`config.mk`:
```
export PLATFORM = sky130hd
export DESIGN_NAME = afp_sequencer
export DESIGN_NICKNAME = d
export VERILOG_FILES = /design/src/afp_pkg.sv /design/src/afp_sequencer.sv
export SDC_FILE = /design/constraint.sdc
export NUM_CORES = 1
export LEC_CHECK = 0
export BUFFER_PORTS_ARGS = -buffer_cell sky130_fd_sc_hd__buf_2
export CAP_MARGIN = 10
export CELL_PAD_IN_SITES_DETAIL_PLACEMENT = 0
export CELL_PAD_IN_SITES_GLOBAL_PLACEMENT = 1
export CORE_MARGIN = 1.5
export CORE_UTILIZATION = 30
export DETAILED_ROUTE_END_ITERATION = 10
export GPL_ROUTABILITY_DRIVEN = 0
export PLACE_DENSITY = 0.71
export SKIP_LAST_GASP = 1
export SLEW_MARGIN = 40
export SYNTH_ARGS = -nofsm -noshare
export SYNTH_HDL_FRONTEND = slang
export SYNTH_SLANG_ARGS = --single-unit
```
`constraint.sdc`:
```
create_clock -name clk_sys -period 2.1 [get_ports clk_sys]
set_input_delay 0.315 -clock clk_sys [delete_from_list [all_inputs] [get_ports clk_sys]]
set_output_delay 0.315 -clock clk_sys [all_outputs]
set_load 0.02 [all_outputs]
```
`src/afp_pkg.sv`:
```
// Constants and types shared by the amplifier fault protection sequencer.
package afp_pkg;

  // Clock and timing.
  localparam int unsigned CLK_HZ           = 10_000_000;
  localparam int unsigned CHECK_MS_PER_UF  = 15;
  localparam int unsigned FILTER_NF        = 1000;
  // Cycles for the whole check; a longest time, so it rounds down.
  localparam int unsigned CHECK_LIMIT_CYC  = CHECK_MS_PER_UF * (CLK_HZ / 1000) * FILTER_NF / 1000;
  localparam int unsigned RESET_HOLD_MS    = 4;
  // A least time, so it rounds up.
  localparam int unsigned RESET_HOLD_CYC   = (RESET_HOLD_MS * CLK_HZ + 999) / 1000;
  localparam int unsigned CNT_W            = 20;

  // Register bus layout.
  localparam int unsigned ADDR_W           = 4;
  localparam int unsigned DATA_W           = 8;
  localparam logic [3:0]  REG_CONFIG       = 4'h0;
  localparam logic [3:0]  REG_STATUS       = 4'h1;
  localparam logic [3:0]  REG_FLAGS        = 4'h2;

  // Configuration fields and reset value.
  localparam int unsigned CFG_MODE_LSB     = 0;
  localparam int unsigned CFG_QUAD_BIT     = 2;
  localparam logic [7:0]  CFG_RESET        = 8'h04;
  localparam logic [1:0]  MODE_BRIDGED     = 2'h0;
  localparam logic [1:0]  MODE_PARALLEL    = 2'h1;
  localparam logic [1:0]  MODE_SINGLE      = 2'h2;

  // Flags register bits; the early-reset flag clears by writing one.
  localparam int unsigned FLG_THERMAL      = 0;
  localparam int unsigned FLG_OVERLOAD     = 1;
  localparam int unsigned FLG_UNDERVOLT    = 2;
  localparam int unsigned FLG_SHORT        = 3;
  localparam int unsigned FLG_EARLY_RST    = 4;

  // Asynchronous input vector positions.
  localparam int unsigned IN_T100          = 0;
  localparam int unsigned IN_T125          = 1;
  localparam int unsigned IN_T155          = 2;
  localparam int unsigned IN_LOGIC_UV      = 3;
  localparam int unsigned IN_GATE_UV       = 4;
  localparam int unsigned IN_SHORT_GND     = 8;
  localparam int unsigned IN_SHORT_SUP     = 9;
  localparam int unsigned IN_OVERCUR       = 10;
  localparam int unsigned IN_OVERLOAD      = 11;
  localparam int unsigned IN_CLIP          = 12;
  localparam int unsigned IN_TRIM_TIED     = 13;
  localparam int unsigned IN_RESET         = 14;
  localparam int unsigned NUM_IN           = 15;
  // Logic supply reads as low until the synchronisers have seen it, so no check starts early.
  localparam logic [14:0] SYNC_RESET       = 15'h0008;

  // Sequencer states, one-hot.
  typedef enum logic [3:0] {
    ST_POWERUP   = 4'h1,
    ST_CHECK_GND = 4'h2,
    ST_CHECK_SUP = 4'h4,
    ST_RUN       = 4'h8
  } afp_state_t;

endpackage : afp_pkg

```
`src/afp_sequencer.sv`:
```
// Start-up, pin short check and fault protection sequencer for a four half-bridge stage.
`timescale 1ns/100ps
module afp_sequencer #(
  parameter int unsigned CHECK_LIMIT_CYC = afp_pkg::CHECK_LIMIT_CYC,
  parameter int unsigned RESET_HOLD_CYC  = afp_pkg::RESET_HOLD_CYC
) (
  input  wire logic                       clk_sys,
  input  wire logic                       rst_n,
  input  wire logic [afp_pkg::ADDR_W-1:0] regAddr,
  input  wire logic [afp_pkg::DATA_W-1:0] regWdata,
  input  wire logic                       regWrite,
  input  wire logic                       regRead,
  output logic      [afp_pkg::DATA_W-1:0] regRdata,
  input  wire logic                       resetPinN,
  input  wire logic                       tempOver100,
  input  wire logic                       tempOver125,
  input  wire logic                       tempOver155,
  input  wire logic                       logicSupplyLow,
  input  wire logic [3:0]                 gateSupplyLow,
  input  wire logic                       shortToGnd,
  input  wire logic                       shortToSupply,
  input  wire logic                       overcurrentGuard,
  input  wire logic                       overloadGuard,
  input  wire logic                       clipNear,
  input  wire logic                       freqTrimTied,
  output logic [3:0]                      bridgeEnable,
  output logic [3:0]                      pulldownEnable,
  output logic                            faultShutdownNOut,
  output logic                            faultShutdownNOeN,
  output logic                            tempWarnNOut,
  output logic                            tempWarnNOeN,
  output logic                            tempWarnLowNOut,
  output logic                            tempWarnLowNOeN,
  output logic                            tempWarnHighNOut,
  output logic                            tempWarnHighNOeN,
  output logic                            ready,
  output logic                            clip,
  output logic                            oscInternalEnable,
  output logic [1:0]                      clockSyncPinsOeN
);

  // Whole module state in one record.
  typedef struct packed {
    afp_pkg::afp_state_t              state;
    logic [afp_pkg::NUM_IN-1:0]       syncA;
    logic [afp_pkg::NUM_IN-1:0]       syncB;
    logic [7:0]                       cfgReg;
    logic                             thermalLatch;
    logic                             overloadLatch;
    logic                             shortSeen;
    logic                             earlyReset;
    logic                             resetPrev;
    logic                             holdActive;
    logic [afp_pkg::CNT_W-1:0]        phaseCount;
    logic [afp_pkg::CNT_W-1:0]        holdCount;
    logic [3:0]                       bridgeEn;
    logic [3:0]                       pulldownEn;
    logic                             sdDrive;
    logic                             warnDrive;
    logic                             warnLowDrive;
    logic                             warnHighDrive;
    logic                             readyFlag;
    logic                             clipFlag;
    logic                             slaveMode;
    logic [afp_pkg::DATA_W-1:0]       rdata;
  } afp_regs_t;

  localparam logic [afp_pkg::CNT_W-1:0] PHASE_CYC = afp_pkg::CNT_W'(CHECK_LIMIT_CYC / 2);
  localparam logic [afp_pkg::CNT_W-1:0] HOLD_CYC  = afp_pkg::CNT_W'(RESET_HOLD_CYC);

  afp_regs_t r;
  afp_regs_t next_r;
  logic [afp_pkg::NUM_IN-1:0] asyncIn;

  // Decodes the output configuration field.
  function automatic logic isSingleEnded(input logic [7:0] cfg);
    isSingleEnded = (cfg[afp_pkg::CFG_MODE_LSB +: 2] == afp_pkg::MODE_SINGLE);
  endfunction : isSingleEnded

  // Saturating up-counter used by both timers.
  function automatic logic [afp_pkg::CNT_W-1:0] countUp(input logic [afp_pkg::CNT_W-1:0] v);
    countUp = (&v) ? v : v + afp_pkg::CNT_W'(1);
  endfunction : countUp

  assign asyncIn = {resetPinN, freqTrimTied, clipNear, overloadGuard, overcurrentGuard,
                    shortToSupply, shortToGnd, gateSupplyLow, logicSupplyLow,
                    tempOver155, tempOver125, tempOver100};

  // Synchronised views; only the second stage is ever read.
  logic inReset;
  logic uvAny;
  logic inCheck;
  logic resetRise;
  assign inReset   = !r.syncB[afp_pkg::IN_RESET];
  assign uvAny     = |r.syncB[afp_pkg::IN_GATE_UV +: 4] | r.syncB[afp_pkg::IN_LOGIC_UV];
  assign inCheck   = (r.state == afp_pkg::ST_CHECK_GND) || (r.state == afp_pkg::ST_CHECK_SUP);
  assign resetRise = r.syncB[afp_pkg::IN_RESET] && !r.resetPrev;

  // Next-state logic for the whole block.
  always_comb begin
    logic faultNow;
    logic quad;
    faultNow = 1'b0;
    quad     = 1'b0;
    next_r   = r;
    next_r.syncA = asyncIn;
    next_r.syncB = r.syncA;
    next_r.resetPrev = r.syncB[afp_pkg::IN_RESET];
    quad = r.cfgReg[afp_pkg::CFG_QUAD_BIT];

    // Start-up sequencer; it can only reach the check from power-up.
    case (r.state)
      afp_pkg::ST_POWERUP: begin
        next_r.phaseCount = '0;
        if (!uvAny) begin
          if (isSingleEnded(r.cfgReg)) begin
            next_r.state = afp_pkg::ST_RUN;
          end else begin
            next_r.state = afp_pkg::ST_CHECK_GND;
          end
        end
      end
      afp_pkg::ST_CHECK_GND: begin
        // A short restarts the phase timer, so the stage waits in Hi-Z until it is gone.
        if (r.syncB[afp_pkg::IN_SHORT_GND]) begin
          next_r.phaseCount = '0;
          next_r.shortSeen  = 1'b1;
        end else if (r.phaseCount >= PHASE_CYC - afp_pkg::CNT_W'(1)) begin
          next_r.phaseCount = '0;
          next_r.state      = afp_pkg::ST_CHECK_SUP;
        end else begin
          next_r.phaseCount = countUp(r.phaseCount);
        end
      end
      afp_pkg::ST_CHECK_SUP: begin
        if (r.syncB[afp_pkg::IN_SHORT_SUP]) begin
          next_r.phaseCount = '0;
          next_r.shortSeen  = 1'b1;
        end else if (r.phaseCount >= PHASE_CYC - afp_pkg::CNT_W'(1)) begin
          next_r.phaseCount = '0;
          next_r.state      = afp_pkg::ST_RUN;
        end else begin
          next_r.phaseCount = countUp(r.phaseCount);
        end
      end
      afp_pkg::ST_RUN: begin
        next_r.state = afp_pkg::ST_RUN;
      end
      default: begin
        next_r.state = afp_pkg::ST_POWERUP;
      end
    endcase
    if (next_r.state == afp_pkg::ST_RUN) begin
      next_r.shortSeen = 1'b0;
    end

    // Thermal latch: only reset low clears it, and a new trip wins.
    if (r.state == afp_pkg::ST_RUN && r.syncB[afp_pkg::IN_T155]) begin
      next_r.thermalLatch = 1'b1;
    end else if (inReset && !inCheck) begin
      next_r.thermalLatch = 1'b0;
    end

    // Overload latch: cleared on the reset rising edge, set wins.
    if (r.state == afp_pkg::ST_RUN && r.syncB[afp_pkg::IN_OVERLOAD]) begin
      next_r.overloadLatch = 1'b1;
    end else if (resetRise && !inCheck) begin
      next_r.overloadLatch = 1'b0;
    end

    // Times the controller's reset release after the shutdown output fell.
    if (r.sdDrive && !next_r.sdDrive) begin
      next_r.holdActive = 1'b0;
    end
    faultNow = r.thermalLatch || r.overloadLatch || uvAny;

    // Output drives; check holds shutdown low and hides the reset pin.
    if (inCheck) begin
      next_r.sdDrive = 1'b1;
    end else if (inReset) begin
      next_r.sdDrive = 1'b0;
    end else begin
      next_r.sdDrive = faultNow;
    end
    if (!r.sdDrive && next_r.sdDrive) begin
      next_r.holdActive = 1'b1;
      next_r.holdCount  = '0;
    end else if (r.holdActive) begin
      next_r.holdCount = countUp(r.holdCount);
    end
    if (r.holdActive && resetRise && r.holdCount < HOLD_CYC) begin
      next_r.earlyReset = 1'b1;
    end

    // Switching only in run, out of reset and with no fault present.
    if (r.state == afp_pkg::ST_RUN && !inReset && !faultNow) begin
      next_r.bridgeEn = 4'hF;
    end else begin
      next_r.bridgeEn = 4'h0;
    end
    if (!inCheck && inReset && !isSingleEnded(r.cfgReg)) begin
      next_r.pulldownEn = 4'hF;
    end else begin
      next_r.pulldownEn = 4'h0;
    end

    // Temperature warnings by package variant.
    next_r.warnHighDrive = quad && r.syncB[afp_pkg::IN_T125];
    next_r.warnLowDrive  = quad && r.syncB[afp_pkg::IN_T100];
    next_r.warnDrive     = !quad && r.syncB[afp_pkg::IN_T125];

    next_r.readyFlag = r.state == afp_pkg::ST_RUN && !r.syncB[afp_pkg::IN_OVERCUR];
    next_r.clipFlag  = r.syncB[afp_pkg::IN_CLIP];
    next_r.slaveMode = r.syncB[afp_pkg::IN_TRIM_TIED];

    // Register port: writes to configuration, one-to-clear on flags.
    if (regWrite && regAddr == afp_pkg::REG_CONFIG) begin
      next_r.cfgReg = regWdata;
    end
    if (regWrite && regAddr == afp_pkg::REG_FLAGS && regWdata[afp_pkg::FLG_EARLY_RST]
        && !(r.holdActive && resetRise && r.holdCount < HOLD_CYC)) begin
      next_r.earlyReset = 1'b0;
    end
    next_r.rdata = '0;
    if (regRead) begin
      case (regAddr)
        afp_pkg::REG_CONFIG: begin
          next_r.rdata = r.cfgReg;
        end
        afp_pkg::REG_STATUS: begin
          next_r.rdata = {r.slaveMode, r.readyFlag, r.sdDrive, 1'b0, r.state};
        end
        afp_pkg::REG_FLAGS: begin
          next_r.rdata = {3'h0, r.earlyReset, r.shortSeen, uvAny, r.overloadLatch, r.thermalLatch};
        end
        default: begin
          next_r.rdata = '0;
        end
      endcase
    end
  end

  // Power-on clear puts the sequencer back at start and empties the latches.
  always_ff @(posedge clk_sys) begin
    if (!rst_n) begin
      r <= '{state: afp_pkg::ST_POWERUP, syncA: afp_pkg::SYNC_RESET, syncB: afp_pkg::SYNC_RESET,
             cfgReg: afp_pkg::CFG_RESET, phaseCount: '0, holdCount: '0, bridgeEn: 4'h0,
             pulldownEn: 4'h0, rdata: '0, default: 1'b0};
    end else begin
      r <= next_r;
    end
  end

  // Open-drain pins pull low only; enable low means driving.
  assign faultShutdownNOut  = 1'b0;
  assign faultShutdownNOeN  = !r.sdDrive;
  assign tempWarnNOut       = 1'b0;
  assign tempWarnNOeN       = !r.warnDrive;
  assign tempWarnLowNOut    = 1'b0;
  assign tempWarnLowNOeN    = !r.warnLowDrive;
  assign tempWarnHighNOut   = 1'b0;
  assign tempWarnHighNOeN   = !r.warnHighDrive;
  assign bridgeEnable       = r.bridgeEn;
  assign pulldownEnable     = r.pulldownEn;
  assign ready              = r.readyFlag;
  assign clip               = r.clipFlag;
  assign oscInternalEnable  = !r.slaveMode;
  assign clockSyncPinsOeN   = {2{r.slaveMode}};
  assign regRdata           = r.rdata;
endmodule : afp_sequencer

```
==> tab_implementation.tex <==
\begin{tabular}{lr}
\hline
Metric & Value \\
\hline
\multicolumn{2}{l}{\textbf{Placed design}} \\
Post-detail-place hpwl & between 7000 and 8000 um \\
Port buffer count & 55 \\
Cell Count Post-Placement & 719 \\
Placement Cell Area & 4950 um2 \\
Worst setup slack after placement & 50.6 ps \\
\multicolumn{2}{l}{\textbf{Synth}} \\
Per-instance average area after synthesis & between 9 and 10 um2 \\
Complex-gate fraction of the synthesized area & 11.1\% \\
Adder and majority gate portion of the synthesized area & less than 1\% \\
XOR/XNOR Fraction of Synth Area & 5.25\% \\
Part of the Yosys area used for sequential elements & 46.7\% \\
Main combinational cell family by area after synthesis & simple AND/OR/NAND/NOR gates \\
Flip-flop and latch count after synthesis & 105 \\
Proportion of register bits with asynchronous set or reset after synthesis & 0\% \\
Number of warning messages in the yosys log & 0 \\
Most instantiated cells after synthesis & 105 x dfxtp\_1, 63 x nor2\_1, 33 x and2\_1 \\
Synth Cell Area & 4500 um2 \\
Portion of synthesized cell area occupied by the leading cell type & between 40\% and 50\% \\
Proportion of synthesized area in mux cells & 3.56\% \\
Ranking of synthesized cells by area & dfxtp\_1 47\%, nor2\_1 5.3\%, xnor2\_1 4.9\% \\
Most instantiated library cell after synthesis & dfxtp\_1 \\
Synth Flop Type & dfxtp\_1 \\
Number of flops mapped to enable cells by yosys & 0 \\
Post-Syn Instances & between 400 and 500 \\
Library cell with the largest summed area after synthesis & dfxtp\_1 \\
Simple-gate area share of the yosys netlist & 25.8\% \\
Count of unique library cells instantiated by Yosys & 60 \\
\multicolumn{2}{l}{\textbf{Worst setup path}} \\
Critical-path top delay cell & or4b\_4 \\
Combined buffer and inverter count along the critical path & 1 \\
Max stage delay on crit path & between 500 and 600 ps \\
Worst Setup Path Type & reg2reg \\
Arrival time of data at the critical path endpoint & 2270 ps \\
List of cells traversed by the critical path & or4b\_4 > a2bb2oi\_2 > a211oi\_4 > buf\_4 > nand3\_2 > a221oi\_2 \\
R2R Setup Slk & 90 ps \\
Required time reported for the critical path endpoint & 2360 ps \\
Gate family responsible for the most delay along the worst path & compound AO/OA/AOI/OAI gates \\
Peak fanout along the critical path & 10 \\
Critical Path Source Type & flip-flop \\
Type of destination of the critical path & flip-flop \\
\multicolumn{2}{l}{\textbf{Route}} \\
DRT Pass-1 Iters & 4 \\
Number of nets with antenna violations after detailed routing & 0 \\
DRC Markers & 0 \\
Detailed-route wire length & 9760 um \\
Avg WL per Cell & between 10 and 15 um \\
DRC violation total after the first TritonRoute iteration & approximately 150 \\
Post-detailed-route via-to-cell ratio & 4.70 \\
Via Count & 3452 \\
\multicolumn{2}{l}{\textbf{Timing}} \\
Worst Slack Setup Final & 94.9 ps \\
Part of the cycle the worst path needs & 95.5\% \\
Setup repair after global routing missed its margin & no \\
Setup total negative slack & 0 ps \\
Transition time at the pin with the least slew margin & 599 ps \\
Max Fclk & 499 MHz \\
Setup Skew & 7.22 ps \\
Rel. slew slack & 59.0\% \\
Count of final max-slew check failures & 0 \\
Min cycle time layout & 2010 ps \\
Total setup violations reported at the end of the flow & 0 \\
Total count of hold-check failures in the final report & 0 \\
\multicolumn{2}{l}{\textbf{Global routing}} \\
Number of antenna violations at the first check in global routing & 0 \\
Maximum number of pins on one net before global-route repair & 43 \\
GRT Overall Usage & 12.8\% \\
First-pass GRT wire length & 16500 um \\
Overflow left after global routing & 0 \\
Via count of the first global-routing pass & 3323 \\
\multicolumn{2}{l}{\textbf{Power and ir drop}} \\
Static leakage & 1.97 nW \\
Power density over the cells & $\sim$750 nW/um2 \\
VDD IR max & 0.000345 V \\
\multicolumn{2}{l}{\textbf{Min path}} \\
Worst min path class & in2reg \\
\multicolumn{2}{l}{\textbf{CTS}} \\
Maximum buffer depth of the clock tree & 2 \\
Cell chosen for the clock root & clkbuf\_16 \\
Number of sinks handled by clock tree synthesis & 105 \\
Post-CTS setup buffer count & 0 \\
CTS resizes & 0 \\
Clock buffers created by TritonCTS & 9 \\
Hold Buf Count CTS & 0 \\
Number of H-tree levels & 3 \\
Clock slew at reported path FFs & 60 ps \\
TritonCTS clock tree & built \\
Clock insertion delay at the later pin of the skew report & $\sim$350 ps \\
\multicolumn{2}{l}{\textbf{Cells and area}} \\
Antenna diode count & 0 \\
FILL cells & roughly 1500 \\
Post-layout nets & 579 \\
Post-synthesis to final-layout area growth & 17.7\% \\
Post-layout instance area & 5300 um2 \\
Ratio of cells with drive above 1 in the final layout & between 20\% and 30\% \\
Non-filler instance count after layout & 735 \\
\multicolumn{2}{l}{\textbf{Floorplan}} \\
Initial standard-cell utilization of the core & 30.9\% \\
Total number of placement rows & 44 \\
Count of pins on the block boundary & 60 \\
Area of the die & 15800 um2 \\
Die span in x & between 100 and 150 um \\
Std-Cell Core Area & 14600 um2 \\
Chip Height & 126 um \\
\multicolumn{2}{l}{\textbf{Job}} \\
Max-Cap Viols & 0 \\
\multicolumn{2}{l}{\textbf{Status}} \\
Status & finished clean \\
\hline
\end{tabular}
-- flip-flops by register name, summed over array words and instances, names as in the netlist --
register and flops:
r 74, next_r 18, regRdata 8, bridgeEnable 1, clip 1, clockSyncPinsOeN 1, pulldownEnable 1, ready 1
-- path summary, 6_finish.rpt --
kind	startpoint	to	depth (start not counted)
hold / removal	logicSupplyLow	next_r[80]$_SDFF_PN1_	2
hold reg to reg	r[87]$_SDFF_PN0_	ready$_SDFF_PN0_	1
setup / recovery	r[108]$_SDFF_PN0_	r[48]$_SDFFE_PN0P_	6
setup reg to reg	r[108]$_SDFF_PN0_	r[48]$_SDFFE_PN0P_	6
-- cell type report --
cell class | count | area (um2) | area share, %
well taps | 184 | 230 | 4.34
multi-input cells | 335 | 2120 | 40.0
inverters | 14 | 52.6 | 0.991
clock inverters | 4 | 55.1 | 1.04
clock buffers | 12 | 267 | 5.03
repair buffers | 81 | 470 | 8.87
flip-flops and latches | 105 | 2100 | 39.7
-- cells in the final DEF (no fill, tap or decap), types with 13 or more instances in the layout --
cell type | netlist | routed
inv_1 | 13 | 13
mux2i_1 | 16 | 16
buf_4 | 23 | 26
nor3_1 | 20 | 20
nor2_1 | 63 | 63
dfxtp_1 | 105 | 103
a21oi_1 | 20 | 20
nand3_1 | 14 | 14
and2_1 | 33 | 33
nand2_1 | 25 | 25
buf_2 | 2 | 55
xnor2_1 | 25 | 25
-- metal layers --
layer  track usage, %  part of all wire [%]
met4             5.61                   1.9
met3             2.70                   4.9
met2             18.8                    41
met5                0                     0
met1             18.1                    52
-- logic make-up (layout without fill, tap and decap cells) --
family          after synthesis  count (layout)
compound gates               71              71
xor+xnor                     27              27
fa+ha+maj                     2               2
buf+inv                      56             111
flops                       105             105
mux                          16              16
other cells                   1               4
simple gates                215             215
-- power breakdown --
group          internal [W]  switching (W)
Clock               0.00103       0.000734
Sequential          0.00203      0.0000202
Combinational     0.0000776       0.000104
Total               0.00314       0.000859
-- through the flow --
stage / power, W / hold slack [ps] / util (%)
floorplan: 0.00221 / 367 / -
global placement: 0.00227 / 383 / 34.0
detailed placement: 0.00228 / 375 / 34.0
CTS: 0.00405 / 136 / 36.2
global route: 0.00416 / 148 / 36.3
finish: 0.00399 / 152 / 36.3
Note: power is estimated with default switching activity, not from simulation.
